## src/rtl/i2cms_pkg.sv

```systemverilog
// Constants, states and state record of the two-wire master sequencer
package i2cms_pkg;
    // Byte offsets of the Avalon registers, one aligned word each
    localparam logic [4:0] ADR_CTRL = 5'h00;
    localparam logic [4:0] ADR_STAT = 5'h04;
    localparam logic [4:0] ADR_RELOAD = 5'h08;
    localparam logic [4:0] ADR_BUF = 5'h0c;
    localparam logic [4:0] ADR_FLAG = 5'h10;
    // bus_control_two fields
    localparam int B_START = 0;
    localparam int B_RESTART = 1;
    localparam int B_RECV = 3;
    localparam int B_ACKRX = 6;
    // port_status_reg fields
    localparam int B_FULL = 0;
    localparam int B_SSEEN = 3;
    // Event flag register fields, write one to clear
    localparam int B_EVT = 0;
    localparam int B_BCOL = 1;
    localparam int B_WRITE_COLLISION = 2;
    localparam int B_OVF = 3;
    localparam int RELOAD_W = 7;
    localparam logic [RELOAD_W-1:0] RELOAD_RST = 7'h00;
    localparam logic [3:0] LAST_BIT = 4'h7;
    localparam logic [3:0] ACK_BIT = 4'h8;
    localparam logic [23:0] RD_PAD = 24'h000000;

    typedef enum logic [3:0] {
        IDLE = 4'h0,
        ST_WAIT = 4'h1,
        ST_HOLD = 4'h2,
        RS_LOW = 4'h3,
        RS_SDA = 4'h4,
        RS_REL = 4'h5,
        RS_HIGH = 4'h6,
        RS_SDAL = 4'h7,
        TX_LOW = 4'h8,
        TX_REL = 4'h9,
        TX_HIGH = 4'ha,
        RX_LOW = 4'hb,
        RX_REL = 4'hc,
        RX_HIGH = 4'hd
    } i2cms_state_t;

    typedef struct packed {
        i2cms_state_t state;
        logic [RELOAD_W-1:0] cnt;
        logic [3:0] bits;
        logic [7:0] shreg;
        logic [7:0] buffer;
        logic [RELOAD_W-1:0] reload;
        logic start_req;
        logic restart_req;
        logic recv_req;
        logic ack_rx;
        logic full;
        logic sseen;
        logic evt;
        logic bcol;
        logic write_collision;
        logic ovf;
        logic scl_low;
        logic sda_low;
        logic scl_m;
        logic scl_s;
        logic sda_m;
        logic sda_s;
        logic waitreq;
        logic [7:0] rdata;
    } i2cms_regs_t;
endpackage : i2cms_pkg

```

## src/rtl/i2cms_seq.sv

```systemverilog
// Two-wire bus master sequencer with Avalon-MM register slave
`timescale 1ns/100ps
`default_nettype none

module i2cms_seq (
    input wire logic CLK,
    input wire logic RESETN,
    input wire logic [4:0] ADDRESS,
    input wire logic READ,
    input wire logic WRITE,
    input wire logic [31:0] WRITEDATA,
    output logic [31:0] READDATA,
    output logic WAITREQUEST,
    input wire logic SCL_I,
    output logic SCL_O,
    output logic SCL_OE,
    input wire logic SDA_I,
    output logic SDA_O,
    output logic SDA_OE
);
    i2cms_pkg::i2cms_regs_t r;
    i2cms_pkg::i2cms_regs_t n;
    logic wr_ok;
    logic rd_ok;
    logic idle_free;
    logic expired;

    // Counting states: the counter steps down once every CLK period
    function automatic logic i2cms_counting(input i2cms_pkg::i2cms_state_t s);
        return s inside {i2cms_pkg::ST_WAIT, i2cms_pkg::ST_HOLD, i2cms_pkg::RS_SDA,
            i2cms_pkg::RS_HIGH, i2cms_pkg::RS_SDAL, i2cms_pkg::TX_LOW,
            i2cms_pkg::TX_HIGH, i2cms_pkg::RX_LOW, i2cms_pkg::RX_HIGH};
    endfunction : i2cms_counting

    function automatic logic i2cms_in_start(input i2cms_pkg::i2cms_state_t s);
        return s inside {i2cms_pkg::ST_WAIT, i2cms_pkg::ST_HOLD, i2cms_pkg::RS_LOW,
            i2cms_pkg::RS_SDA, i2cms_pkg::RS_REL, i2cms_pkg::RS_HIGH, i2cms_pkg::RS_SDAL};
    endfunction : i2cms_in_start

    // Write takes effect on the edge where the master sees waitrequest low
    assign wr_ok = WRITE && !r.waitreq;
    assign rd_ok = READ && !r.waitreq;
    // No queueing: a pending request counts as busy
    assign idle_free = (r.state == i2cms_pkg::IDLE) && !r.start_req
        && !r.restart_req && !r.recv_req;
    assign expired = (r.cnt == '0);

    assign READDATA = {i2cms_pkg::RD_PAD, r.rdata};
    assign WAITREQUEST = r.waitreq;
    assign SCL_O = 1'b0;
    assign SDA_O = 1'b0;
    assign SCL_OE = r.scl_low;
    assign SDA_OE = r.sda_low;

    always_comb
    begin
        n = r;
        n.scl_m = SCL_I;
        n.scl_s = r.scl_m;
        n.sda_m = SDA_I;
        n.sda_s = r.sda_m;
        // One wait cycle, then one answer cycle
        n.waitreq = !(r.waitreq && (READ || WRITE));
        if (r.waitreq && READ)
        begin
            case (ADDRESS)
                i2cms_pkg::ADR_CTRL: n.rdata = {1'b0, r.ack_rx, 2'b00, r.recv_req,
                    1'b0, r.restart_req, r.start_req};
                i2cms_pkg::ADR_STAT: n.rdata = {4'h0, r.sseen, 2'b00, r.full};
                i2cms_pkg::ADR_RELOAD: n.rdata = {1'b0, r.reload};
                i2cms_pkg::ADR_BUF: n.rdata = r.buffer;
                i2cms_pkg::ADR_FLAG: n.rdata = {4'h0, r.ovf, r.write_collision, r.bcol, r.evt};
                default: n.rdata = 8'h00;
            endcase
        end
        // A read during transmit must not drop the full flag early
        if (rd_ok && ADDRESS == i2cms_pkg::ADR_BUF
            && !(r.state inside {i2cms_pkg::TX_LOW, i2cms_pkg::TX_REL, i2cms_pkg::TX_HIGH}))
        begin
            n.full = 1'b0;
        end
        if (wr_ok)
        begin
            case (ADDRESS)
                i2cms_pkg::ADR_CTRL:
                begin
                    // Request bits only accepted while fully idle
                    if (idle_free)
                    begin
                        n.start_req = WRITEDATA[i2cms_pkg::B_START];
                        n.restart_req = WRITEDATA[i2cms_pkg::B_RESTART];
                        n.recv_req = WRITEDATA[i2cms_pkg::B_RECV];
                    end
                end
                i2cms_pkg::ADR_STAT:
                begin
                    if (WRITEDATA[i2cms_pkg::B_SSEEN])
                        n.sseen = 1'b0;
                end
                i2cms_pkg::ADR_RELOAD: n.reload = WRITEDATA[i2cms_pkg::RELOAD_W-1:0];
                i2cms_pkg::ADR_BUF:
                begin
                    if (idle_free)
                    begin
                        n.buffer = WRITEDATA[7:0];
                        n.shreg = WRITEDATA[7:0];
                        n.full = 1'b1;
                        n.bits = 4'h0;
                        n.scl_low = 1'b1;
                        n.cnt = r.reload;
                        n.state = i2cms_pkg::TX_LOW;
                    end
                    else
                    begin
                        n.write_collision = 1'b1;
                    end
                end
                i2cms_pkg::ADR_FLAG:
                begin
                    // Clears first; hardware sets below win
                    if (WRITEDATA[i2cms_pkg::B_EVT])
                        n.evt = 1'b0;
                    if (WRITEDATA[i2cms_pkg::B_BCOL])
                        n.bcol = 1'b0;
                    if (WRITEDATA[i2cms_pkg::B_WRITE_COLLISION])
                        n.write_collision = 1'b0;
                    if (WRITEDATA[i2cms_pkg::B_OVF])
                        n.ovf = 1'b0;
                end
                default:
                begin
                end
            endcase
        end
        if (i2cms_counting(r.state) && !expired)
            n.cnt = r.cnt - 1'b1;
        case (r.state)
            i2cms_pkg::IDLE:
            begin
                if (r.start_req)
                begin
                    if (r.scl_s && r.sda_s)
                    begin
                        n.cnt = r.reload;
                        n.state = i2cms_pkg::ST_WAIT;
                    end
                    else
                    begin
                        n.start_req = 1'b0;
                        n.bcol = 1'b1;
                        n.sda_low = 1'b0;
                    end
                end
                else if (r.restart_req)
                begin
                    n.scl_low = 1'b1;
                    n.state = i2cms_pkg::RS_LOW;
                end
                else if (r.recv_req)
                begin
                    n.scl_low = 1'b1;
                    n.sda_low = 1'b0;
                    n.bits = 4'h0;
                    n.cnt = r.reload;
                    n.state = i2cms_pkg::RX_LOW;
                end
            end
            i2cms_pkg::ST_WAIT:
            begin
                if (!r.scl_s || (expired && !r.sda_s))
                begin
                    n.start_req = 1'b0;
                    n.bcol = 1'b1;
                    n.sda_low = 1'b0;
                    n.state = i2cms_pkg::IDLE;
                end
                else if (expired)
                begin
                    n.sda_low = 1'b1;
                    n.sseen = 1'b1;
                    n.cnt = r.reload;
                    n.state = i2cms_pkg::ST_HOLD;
                end
            end
            i2cms_pkg::ST_HOLD:
            begin
                // Another master pulling SCL here is no collision
                if (expired)
                begin
                    n.start_req = 1'b0;
                    n.evt = 1'b1;
                    n.state = i2cms_pkg::IDLE;
                end
            end
            i2cms_pkg::RS_LOW:
            begin
                if (!r.scl_s)
                begin
                    n.cnt = {1'b0, r.reload[5:0]};
                    n.sda_low = 1'b0;
                    n.state = i2cms_pkg::RS_SDA;
                end
            end
            i2cms_pkg::RS_SDA:
            begin
                if (expired)
                begin
                    if (r.sda_s)
                    begin
                        n.scl_low = 1'b0;
                        n.state = i2cms_pkg::RS_REL;
                    end
                    else
                    begin
                        n.restart_req = 1'b0;
                        n.bcol = 1'b1;
                        n.scl_low = 1'b0;
                        n.state = i2cms_pkg::IDLE;
                    end
                end
            end
            i2cms_pkg::RS_REL:
            begin
                if (r.scl_s && !r.sda_s)
                begin
                    n.restart_req = 1'b0;
                    n.bcol = 1'b1;
                    n.state = i2cms_pkg::IDLE;
                end
                else if (r.scl_s)
                begin
                    n.cnt = r.reload;
                    n.state = i2cms_pkg::RS_HIGH;
                end
            end
            i2cms_pkg::RS_HIGH:
            begin
                if (!r.scl_s || !r.sda_s)
                begin
                    n.restart_req = 1'b0;
                    n.bcol = 1'b1;
                    n.state = i2cms_pkg::IDLE;
                end
                else if (expired)
                begin
                    n.sda_low = 1'b1;
                    n.sseen = 1'b1;
                    n.cnt = r.reload;
                    n.state = i2cms_pkg::RS_SDAL;
                end
            end
            i2cms_pkg::RS_SDAL:
            begin
                if (expired)
                begin
                    n.restart_req = 1'b0;
                    n.evt = 1'b1;
                    n.state = i2cms_pkg::IDLE;
                end
            end
            i2cms_pkg::TX_LOW:
            begin
                // Bit goes out only once SCL is seen low, for hold time
                if (!r.scl_s)
                    n.sda_low = (r.bits != i2cms_pkg::ACK_BIT) && !r.shreg[7];
                if (expired)
                begin
                    n.scl_low = 1'b0;
                    n.state = i2cms_pkg::TX_REL;
                end
            end
            i2cms_pkg::TX_REL:
            begin
                if (r.scl_s)
                begin
                    n.cnt = r.reload;
                    n.state = i2cms_pkg::TX_HIGH;
                end
            end
            i2cms_pkg::TX_HIGH:
            begin
                if (expired)
                begin
                    n.scl_low = 1'b1;
                    if (r.bits == i2cms_pkg::ACK_BIT)
                    begin
                        n.ack_rx = r.sda_s;
                        n.evt = 1'b1;
                        n.state = i2cms_pkg::IDLE;
                    end
                    else
                    begin
                        n.shreg = {r.shreg[6:0], 1'b0};
                        n.bits = r.bits + 4'h1;
                        if (r.bits == i2cms_pkg::LAST_BIT)
                            n.full = 1'b0;
                        n.cnt = r.reload;
                        n.state = i2cms_pkg::TX_LOW;
                    end
                end
            end
            i2cms_pkg::RX_LOW:
            begin
                if (expired)
                begin
                    n.scl_low = 1'b0;
                    n.state = i2cms_pkg::RX_REL;
                end
            end
            i2cms_pkg::RX_REL:
            begin
                if (r.scl_s)
                begin
                    n.cnt = r.reload;
                    n.shreg = {r.shreg[6:0], r.sda_s};
                    n.state = i2cms_pkg::RX_HIGH;
                end
            end
            i2cms_pkg::RX_HIGH:
            begin
                if (expired)
                begin
                    n.scl_low = 1'b1;
                    if (r.bits == i2cms_pkg::LAST_BIT)
                    begin
                        n.recv_req = 1'b0;
                        n.buffer = r.shreg;
                        n.ovf = r.ovf || r.full;
                        n.full = 1'b1;
                        n.evt = 1'b1;
                        n.state = i2cms_pkg::IDLE;
                    end
                    else
                    begin
                        n.bits = r.bits + 4'h1;
                        n.cnt = r.reload;
                        n.state = i2cms_pkg::RX_LOW;
                    end
                end
            end
            default: n.state = i2cms_pkg::IDLE;
        endcase
    end

    always_ff @(posedge CLK)
    begin
        if (!RESETN)
        begin
            r <= '0;
            r.reload <= i2cms_pkg::RELOAD_RST;
            r.scl_m <= 1'b1;
            r.scl_s <= 1'b1;
            r.sda_m <= 1'b1;
            r.sda_s <= 1'b1;
            r.waitreq <= 1'b1;
        end
        else
        begin
            r <= n;
        end
    end
endmodule : i2cms_seq

`default_nettype wire

```

## config.mk

```make
export PLATFORM = sky130hd
export DESIGN_NAME = i2cms_seq
export DESIGN_NICKNAME = d
export VERILOG_FILES = /design/src/rtl/i2cms_pkg.sv /design/src/rtl/i2cms_seq.sv
export SDC_FILE = /design/constraint.sdc
export NUM_CORES = 1
export LEC_CHECK = 0
export ABC_AREA = 0
export BUFFER_PORTS_ARGS = -buffer_cell sky130_fd_sc_hd__buf_2
export CORE_ASPECT_RATIO = 0.9
export CORE_MARGIN = 1.5
export CORE_UTILIZATION = 50
export DETAILED_ROUTE_END_ITERATION = 7
export GPL_TIMING_DRIVEN = 0
export MAX_ROUTING_LAYER = met4
export PLACE_DENSITY_LB_ADDON = 0.05
export SLEW_MARGIN = 25
export SYNTH_ARGS = -nofsm -noshare
export SYNTH_HDL_FRONTEND = slang
export SYNTH_SLANG_ARGS = --single-unit
```

## constraint.sdc

```tcl
create_clock -name CLK -period 4 [get_ports CLK]
set_input_delay 0.2 -clock CLK [delete_from_list [all_inputs] [get_ports CLK]]
set_output_delay 0.2 -clock CLK [all_outputs]
set_load 0.005 [all_outputs]
```

# Word level (Yosys, flattened, before mapping)
# Cells that the tools add are included.
dict set report op_classes {
  add_sub_neg 2
  eq_ne 28
  n_mux 117
  reduce_logical 41
}
# operator n
set ops {}
lappend ops {{2-to-1 mux 11 bit} 10}
lappend ops {{case mux 7 bit (9 select lines)} 1}
lappend ops {{2-to-1 mux 31 bit} 2}
lappend ops {{2-to-1 mux 1 bit} 59}
lappend ops {{case mux 4 bit (13 select lines)} 1}
lappend ops {{2-to-1 mux 4 bit} 11}
lappend ops {{2-to-1 mux 7 bit} 6}
lappend ops {{2-to-1 mux 41 bit} 1}
lappend ops {{case mux 8 bit (5 select lines)} 1}
lappend ops {{2-to-1 mux 8 bit} 4}
lappend ops {{2-to-1 mux 15 bit} 2}
lappend ops {{equality test 4 bit, second input constant} 7}
lappend ops {{2-to-1 mux 23 bit} 1}
lappend ops {{equality test 4 x 3 -> 1 bit, second input constant} 5}
lappend ops {{2-to-1 mux 19 bit} 1}
lappend ops {{case mux 8 bit (2 select lines)} 1}
lappend ops {{logical AND 1 bit} 14}
lappend ops {{case mux 4 bit (3 select lines)} 1}
lappend ops {{equality test 5 x 4 -> 1 bit, second input constant} 2}
lappend ops {{logical NOT 1 bit} 10}
lappend ops {{!= test 2 bit, second input constant} 5}
lappend ops {{case mux 1 bit (5 select lines)} 2}
lappend ops {{2-to-1 mux 3 bit} 3}
lappend ops {{!= test 3 bit, second input constant} 3}
lappend ops {{other kinds (25)} 35}
dict set report word_totals {
  regBits 63
  in_bits 43
  out_inout_bits 37
  word_cells 212
}

# Depth between registers and ports, before layout
# Gate-level depths: netlist of the first run.
dict set report logic_depth {
  depth_word 12
  ltp_mapped 12
  ltp_nobuf 9
}

# Worst setup path before layout of the first run
# No wires, ideal clock.
dict set report synth_timing {
  path_kind {reg2reg}
  start {reg r[52] (netlist name)}
  end {reg r[54] (netlist name)}
  setup_ns 0.074
  arrival_time_ns 2.545
  t_required_ns 3.926
  slack_ns 1.381
  path_stages_with_launch 12
  n_path_buf 2
  period_less_slack_ns 2.619
  cell_sequence {dfxtp_1 clkbuf_1 inv_1 ha_1 or4b_4 or2_0 buf_2 or4_4 nor3b_4 nand2_1 o211ai_1 a31oi_1}
}
dict set report synth_via {
  elab_chain_len 8
  word_cells_on_any_way 25
  classes_between {add/sub: 1; mux: 19; reduce/logical: 5}
}
# element line_no
set synth_lines {}
lappend synth_lines {{from (decl)} i2cms_seq.sv:21} ;# i2cms_pkg::i2cms_regs_t r;
lappend synth_lines {{from (signal assigned)} i2cms_seq.sv:359} ;# r <= n;
lappend synth_lines {{branches (longest 7 deep; another with subtractor 7 x 1 -> 7 bit)} -}
lappend synth_lines {{case mux 7 bit (9 select lines) *} i2cms_seq.sv:137} ;# case (r.state)
# Mark *: on every way between the ends.
# A chain may end at the register's enable or synchronous reset.

# Worst setup path after layout of the first run
dict set report layout_timing {
  start {reg r[52] (netlist name)}
  end {reg r[56] (netlist name)}
}
# Same word-level chain as after synthesis.

==> results of run 1 <==
-- layer usage --
layer	vias to the layer above	track usage, %	wire (µm)
met4	0	14.6	419
met1	2443	46.4	6960
met2	335	49.9	6880
li1	2424	-	-
met3	44	6.31	1710
met5	-	-	0
-- through the flow --
| step | hold slack (ps) | util [%] | instance area, µm² | setup WS [ps] |
|---|---|---|---|---|
| 2_1_floorplan | 301 | - | 4680 | 1380 |
| 3_3_place_gp | 380 | 57.0 | 4970 | 544 |
| 3_5_place_dp | 394 | 57.0 | 4970 | 575 |
| 4_1_cts | 32.8 | 59.3 | 5180 | 536 |
| 5_1_grt | 42.4 | 59.3 | 5180 | 334 |
| 6_report | 38.7 | 59.3 | 5180 | 453 |
-- sequential cells by signal (all words and copies together) (netlist names) --
signal and count:
r 50, READDATA 8, n 2, SCL_OE 1
SDA_OE 1, WAITREQUEST 1
-- layout make-up --
type	instances	area, µm²	area share [%]
Multi-Input combinational cell	511	2930	56.5
Sequential cell	63	1260	24.3
Clock inverter	6	70.1	1.35
Buffer	80	444	8.57
Clock buffer	10	138	2.66
Tap cell	119	149	2.87
Inverter	13	48.8	0.942
Timing Repair Buffer	28	140	2.71
-- kinds of logic (layout without fill, tap and decap cells) --
family | after synthesis | count (layout) | synth area share [%]
fa+ha+maj | 4 | 4 | 1.09
compound gates | 225 | 225 | 31.3
flops | 63 | 63 | 27.5
buf+inv | 93 | 137 | 10.7
simple gates | 239 | 239 | 25.7
xor+xnor | 4 | 4 | 0.763
mux | 13 | 13 | 2.84
other cells | 1 | 26 | 0.0817
-- worst max-delay path: cells and delay by family (launching register included) --
kind / cells / cell delay, ps
AOI/OAI and AO/OA: 3 / 660
adders and majority gates: 1 / 160
buffers and inverters: 3 / 580
DFF: 1 / 310
and+or+nand+nor: 4 / 1690
-- cell usage in the layout, fill, tap and decap left out, types with 13 or more instances in the layout --
cell      instances
nor2_1           73
a21oi_1          75
buf_2            32
o21ai_0          46
nand3_1          18
dfxtp_1          63
a31oi_1          16
clkbuf_1         37
nor3_1           14
mux2i_1          13
buf_4            35
conb_1           26
nand2_1          71
-- path summary, 6_finish.rpt --
check	from	end	slack, ps	cells past startpoint
setup reg to reg	r[52]	r[56]	450	11
hold reg to reg	n[11]	r[11]	420	1
setup / recovery	r[52]	r[56]	450	11
hold / removal	SDA_I	n[9]	40	2
-- power breakdown --
group	internal, µW	leakage, µW	switching (µW)
Sequential	666	0.000509	35.7
Clock	307	0.0000947	294
Combinational	451	0.00136	913
Total	1420	0.00197	1240
==> impl_metrics.ini, run 1 <==
[cts]
htree_levels = 3
clockBufferDepth = 2
cts.sink_count = 63
cts_repair_resize_count = 0
cts_root_buffer = clkbuf_8
cts_buffers = 9
cts_setup_buffers = 0
clk_pin_slew_ps = 90
holdBufCountCts = 0
clock_latency_ps = 350
cts_tree = yes

[timing]
fin_setup_tns_ps = 0
worst_slew_pin_slew_ps = 807
period_minus_slack_ps = 3550
finalMaxSlewViolations = 0
finalClockSkew_ps = 15.1
finalCritPeriodShare_pct = 88.7
rsz0062_at_grt = no
setup_viol = 0
finalHoldViolCount = 0
relSlewSlack_pct = 45.9
clock.fmax_mhz = 282

[finish]
final_net_count = 753
fin_cells = 830
antenna_cells = 0
fill_cells = 887
area_growth_pct = 12.9
drive_gt1_share_pct = 13.8

[pwr]
ir_drop_mv = 0.259
total_power_uw = 2670
power_leakage_uw = 0.00197
pwr_density_cell_nw_per_um2 = 515

[synth]
yosysMostFrequentCell = a21oi_1
yosysSeqAreaShare_pct = 27.5
ys_top_cells_by_area = dfxtp_1 27%, a21oi_1 8.2%, nor2_1 6.0%
ys_types = 76
syn_inst = 642
async_flop_share_pct = 0
synthTopCellsByCount = 75 x a21oi_1, 73 x nor2_1, 71 x nand2_1
yosys_warnings = 0
synth_area_um2 = 4590
postSynthAreaPerCell_um2 = 7.15
synth_top_area_share_pct = 27.5
synth-edff-count = 0
synth-seq-cells = 63
synthFlopType = dfxtp_1
yosys.area.top_type = dfxtp_1

[worst_setup_path]
critPathKind = reg2reg
arrival_ps = 3760
start_kind = register
max_stage_delay_ps = 560
worstPathRequired_ps = 4210
crit_slowest_cell = nor2_1
crit_top_cell = clkbuf_1
crit_chain = clkbuf_1 > inv_1 > ha_1 > or4b_4 > nor2_1 > o221ai_1 > or3_1 > clkbuf_1 > nor2b_1 > a31oi_1 > a21oi_1
crit_path_end_kind = register
cp_max_fo = 9

[placement]
port_buffers = 28
routabilityCongestion = 0.987
dp.cells = 814
hpwlAfterDp_um = 11700

[floorplan]
start_util_pct = 52.6
die-area_um2 = 9760
die_h_um = 93.9
num_rows = 32
die_w_um = 104
pin_count = 80
core-area_um2 = 8730

[global_routing]
grt_max_degree = 13
grt_pass1_wl_um = 25500
grt.overflow.total = 0
grtUsageTotal_pct = 34.2
grt_pass1_vias = 4816
antenna_found_initial = 0

[hold_path]
min_path_type = in2reg

[routing]
ant_nets = 0
wl_um = 16000
via_per_inst = 6.32
initialDrtViolationCount = 565
via_count = 5246
drc = 0
avgRoutedWirePerCell_um = 19.2
drt-pass1-iter-count = 5

[outcome]
status = finished clean

[job]
maxCapViolations = 0
No activity file was read; power rests on OpenSTA's default activity.
==> run 2, diff against run 1 <==
- CORE_UTILIZATION: 50 -> 56
==> impl_metrics.ini, run 2 (synthesized netlist as in run 1, its figures left out) <==
[cts]
cts_tree = yes
clk_pin_slew_ps = 90
cts_setup_buffers = 0
clock_latency_ps = 360
holdBufCountCts = 0
cts_root_buffer = clkbuf_8
cts.sink_count = 63
clockBufferDepth = 2
cts_repair_resize_count = 0
cts_buffers = 9
htree_levels = 3

[floorplan]
die_w_um = 98.4
num_rows = 31
pin_count = 80
die_h_um = 88.9
start_util_pct = 57.4
core-area_um2 = 7990
die-area_um2 = 8750

[worst_setup_path]
start_kind = register
crit_top_cell = clkbuf_1
max_stage_delay_ps = 500
cp_top_family = simple AND/OR/NAND/NOR gates
crit_slowest_cell = or4b_4
worstPathRequired_ps = 4210
crit_chain = clkbuf_1 > inv_1 > ha_1 > or4b_4 > nor2_1 > o221ai_1 > or3_1 > clkbuf_1 > nor2b_1 > a31oi_1 > a21oi_1
crit_path_end_kind = register
cp_max_fo = 9
arrival_ps = 3640
critPathKind = reg2reg
worst-path-buf-inv = 3

[finish]
final_net_count = 753
multi_input_area_um2 = 2930
final_cell_mix = 75 x a21oi_1, 73 x nor2_1, 71 x nand2_1, 63 x dfxtp_1, 46 x o21ai_0
layout.area.seq_um2 = 1260
drive_gt1_share_pct = 13.8
top_register = r
area_growth_pct = 12.2
final_common_cell = a21oi_1
largest_reg_flops = 50
fin_cells = 810
fill_cells = 734
finalCoreUtilization_pct = 64.5
antenna_cells = 0

[placement]
port_buffers = 28
routabilityCongestion = 0.997
hpwlAfterDp_um = 11700
post-place-ws_ps = 706
dp.cells = 794

[routing]
avgRoutedWirePerCell_um = 19.7
drt-pass1-iter-count = 6
ant_nets = 0
initialDrtViolationCount = 644
via_count = 5268
drc = 0
via_per_inst = 6.50
wl_um = 15900

[timing]
relSlewSlack_pct = 43.5
clock.fmax_mhz = 292
finalMaxSlewViolations = 0
fin_ws_ps = 571
period_minus_slack_ps = 3430
finalHoldViolCount = 0
setup_viol = 0
fin_setup_tns_ps = 0
hold_ws_ps = 22.9
finalClockSkew_ps = 21.2
rsz0062_at_grt = no
finalCritPeriodShare_pct = 85.7
worst_slew_pin_slew_ps = 842

[global_routing]
antenna_found_initial = 0
grt_pass1_wl_um = 24300
grtUsageTotal_pct = 37.1
grt_pass1_vias = 4528
grt.overflow.total = 0
grt_max_degree = 14

[pwr]
clockPowerShare_pct = 22.2
netSwitchingFraction_pct = 47.2
power_leakage_uw = 0.00197
combPwrFrac_pct = 51.6
p_int_uw = 1410
power.switching_uw = 1260
ir_drop_mv = 0.312
power_frac_seq_pct = 26.2
pwr_density_cell_nw_per_um2 = 519

[outcome]
status = finished clean

[job]
maxCapViolations = 0

[hold_path]
min_path_type = in2reg
[run 2: cell count changes in the layout (fill, tap and decap cells not counted)]
cell        delta
clkbuf_8       -1
inv_6          +2
clkinvlp_4     -1
[run 2: routing by layer]
metal	global-route usage, %	up-vias	share of wire, %
li1	-	2414	-
met3	9.08	44	12
met5	-	-	0
met4	15.1	0	3.0
met1	48.0	2448	40
met2	55.9	362	44
[run 2: worst paths after layout]
path         startpoint     to  slack, ps  depth (start not counted)
min               SDA_I   n[9]         20                          2
max reg2reg       r[52]  r[56]        570                         11
min reg2reg       n[11]  r[11]        430                          1
max               r[52]  r[56]        570                         11
[run 2: layout make-up]
cell class,count,share of cell area [%]
Multi-Input combinational cell,511,56.9
Sequential cell,63,24.5
Buffer,80,8.62
Timing Repair Buffer,28,2.72
Clock buffer,9,2.40
Tap cell,99,2.40
Clock inverter,7,1.55
Inverter,13,0.947
[run 2: stage by stage]
stage,power (µW),instance area (µm²)
after global placement,2020,4950
after floorplan,1650,4680
after CTS,2600,5150
final,2670,5150
after detailed placement,2020,4950
after global routing,2800,5150
[run 2: power groups by stage]
stage,logic (µW),clock network (µW),registers (µW)
2_1_floorplan,941,0,707
5_1_grt,1480,614,704
4_1_cts,1310,590,700
3_5_place_dp,1300,0,715
3_3_place_gp,1300,0,712
6_report,1380,593,701
[run 2: worst register-to-register path: stages (launching register included)]
cell,delay (ps)
dfxtp_1,300
clkbuf_1,180
inv_1,180
ha_1,160
or4b_4,500
nor2_1,500
o221ai_1,360
or3_1,430
clkbuf_1,220
nor2b_1,190
a31oi_1,180
a21oi_1,90
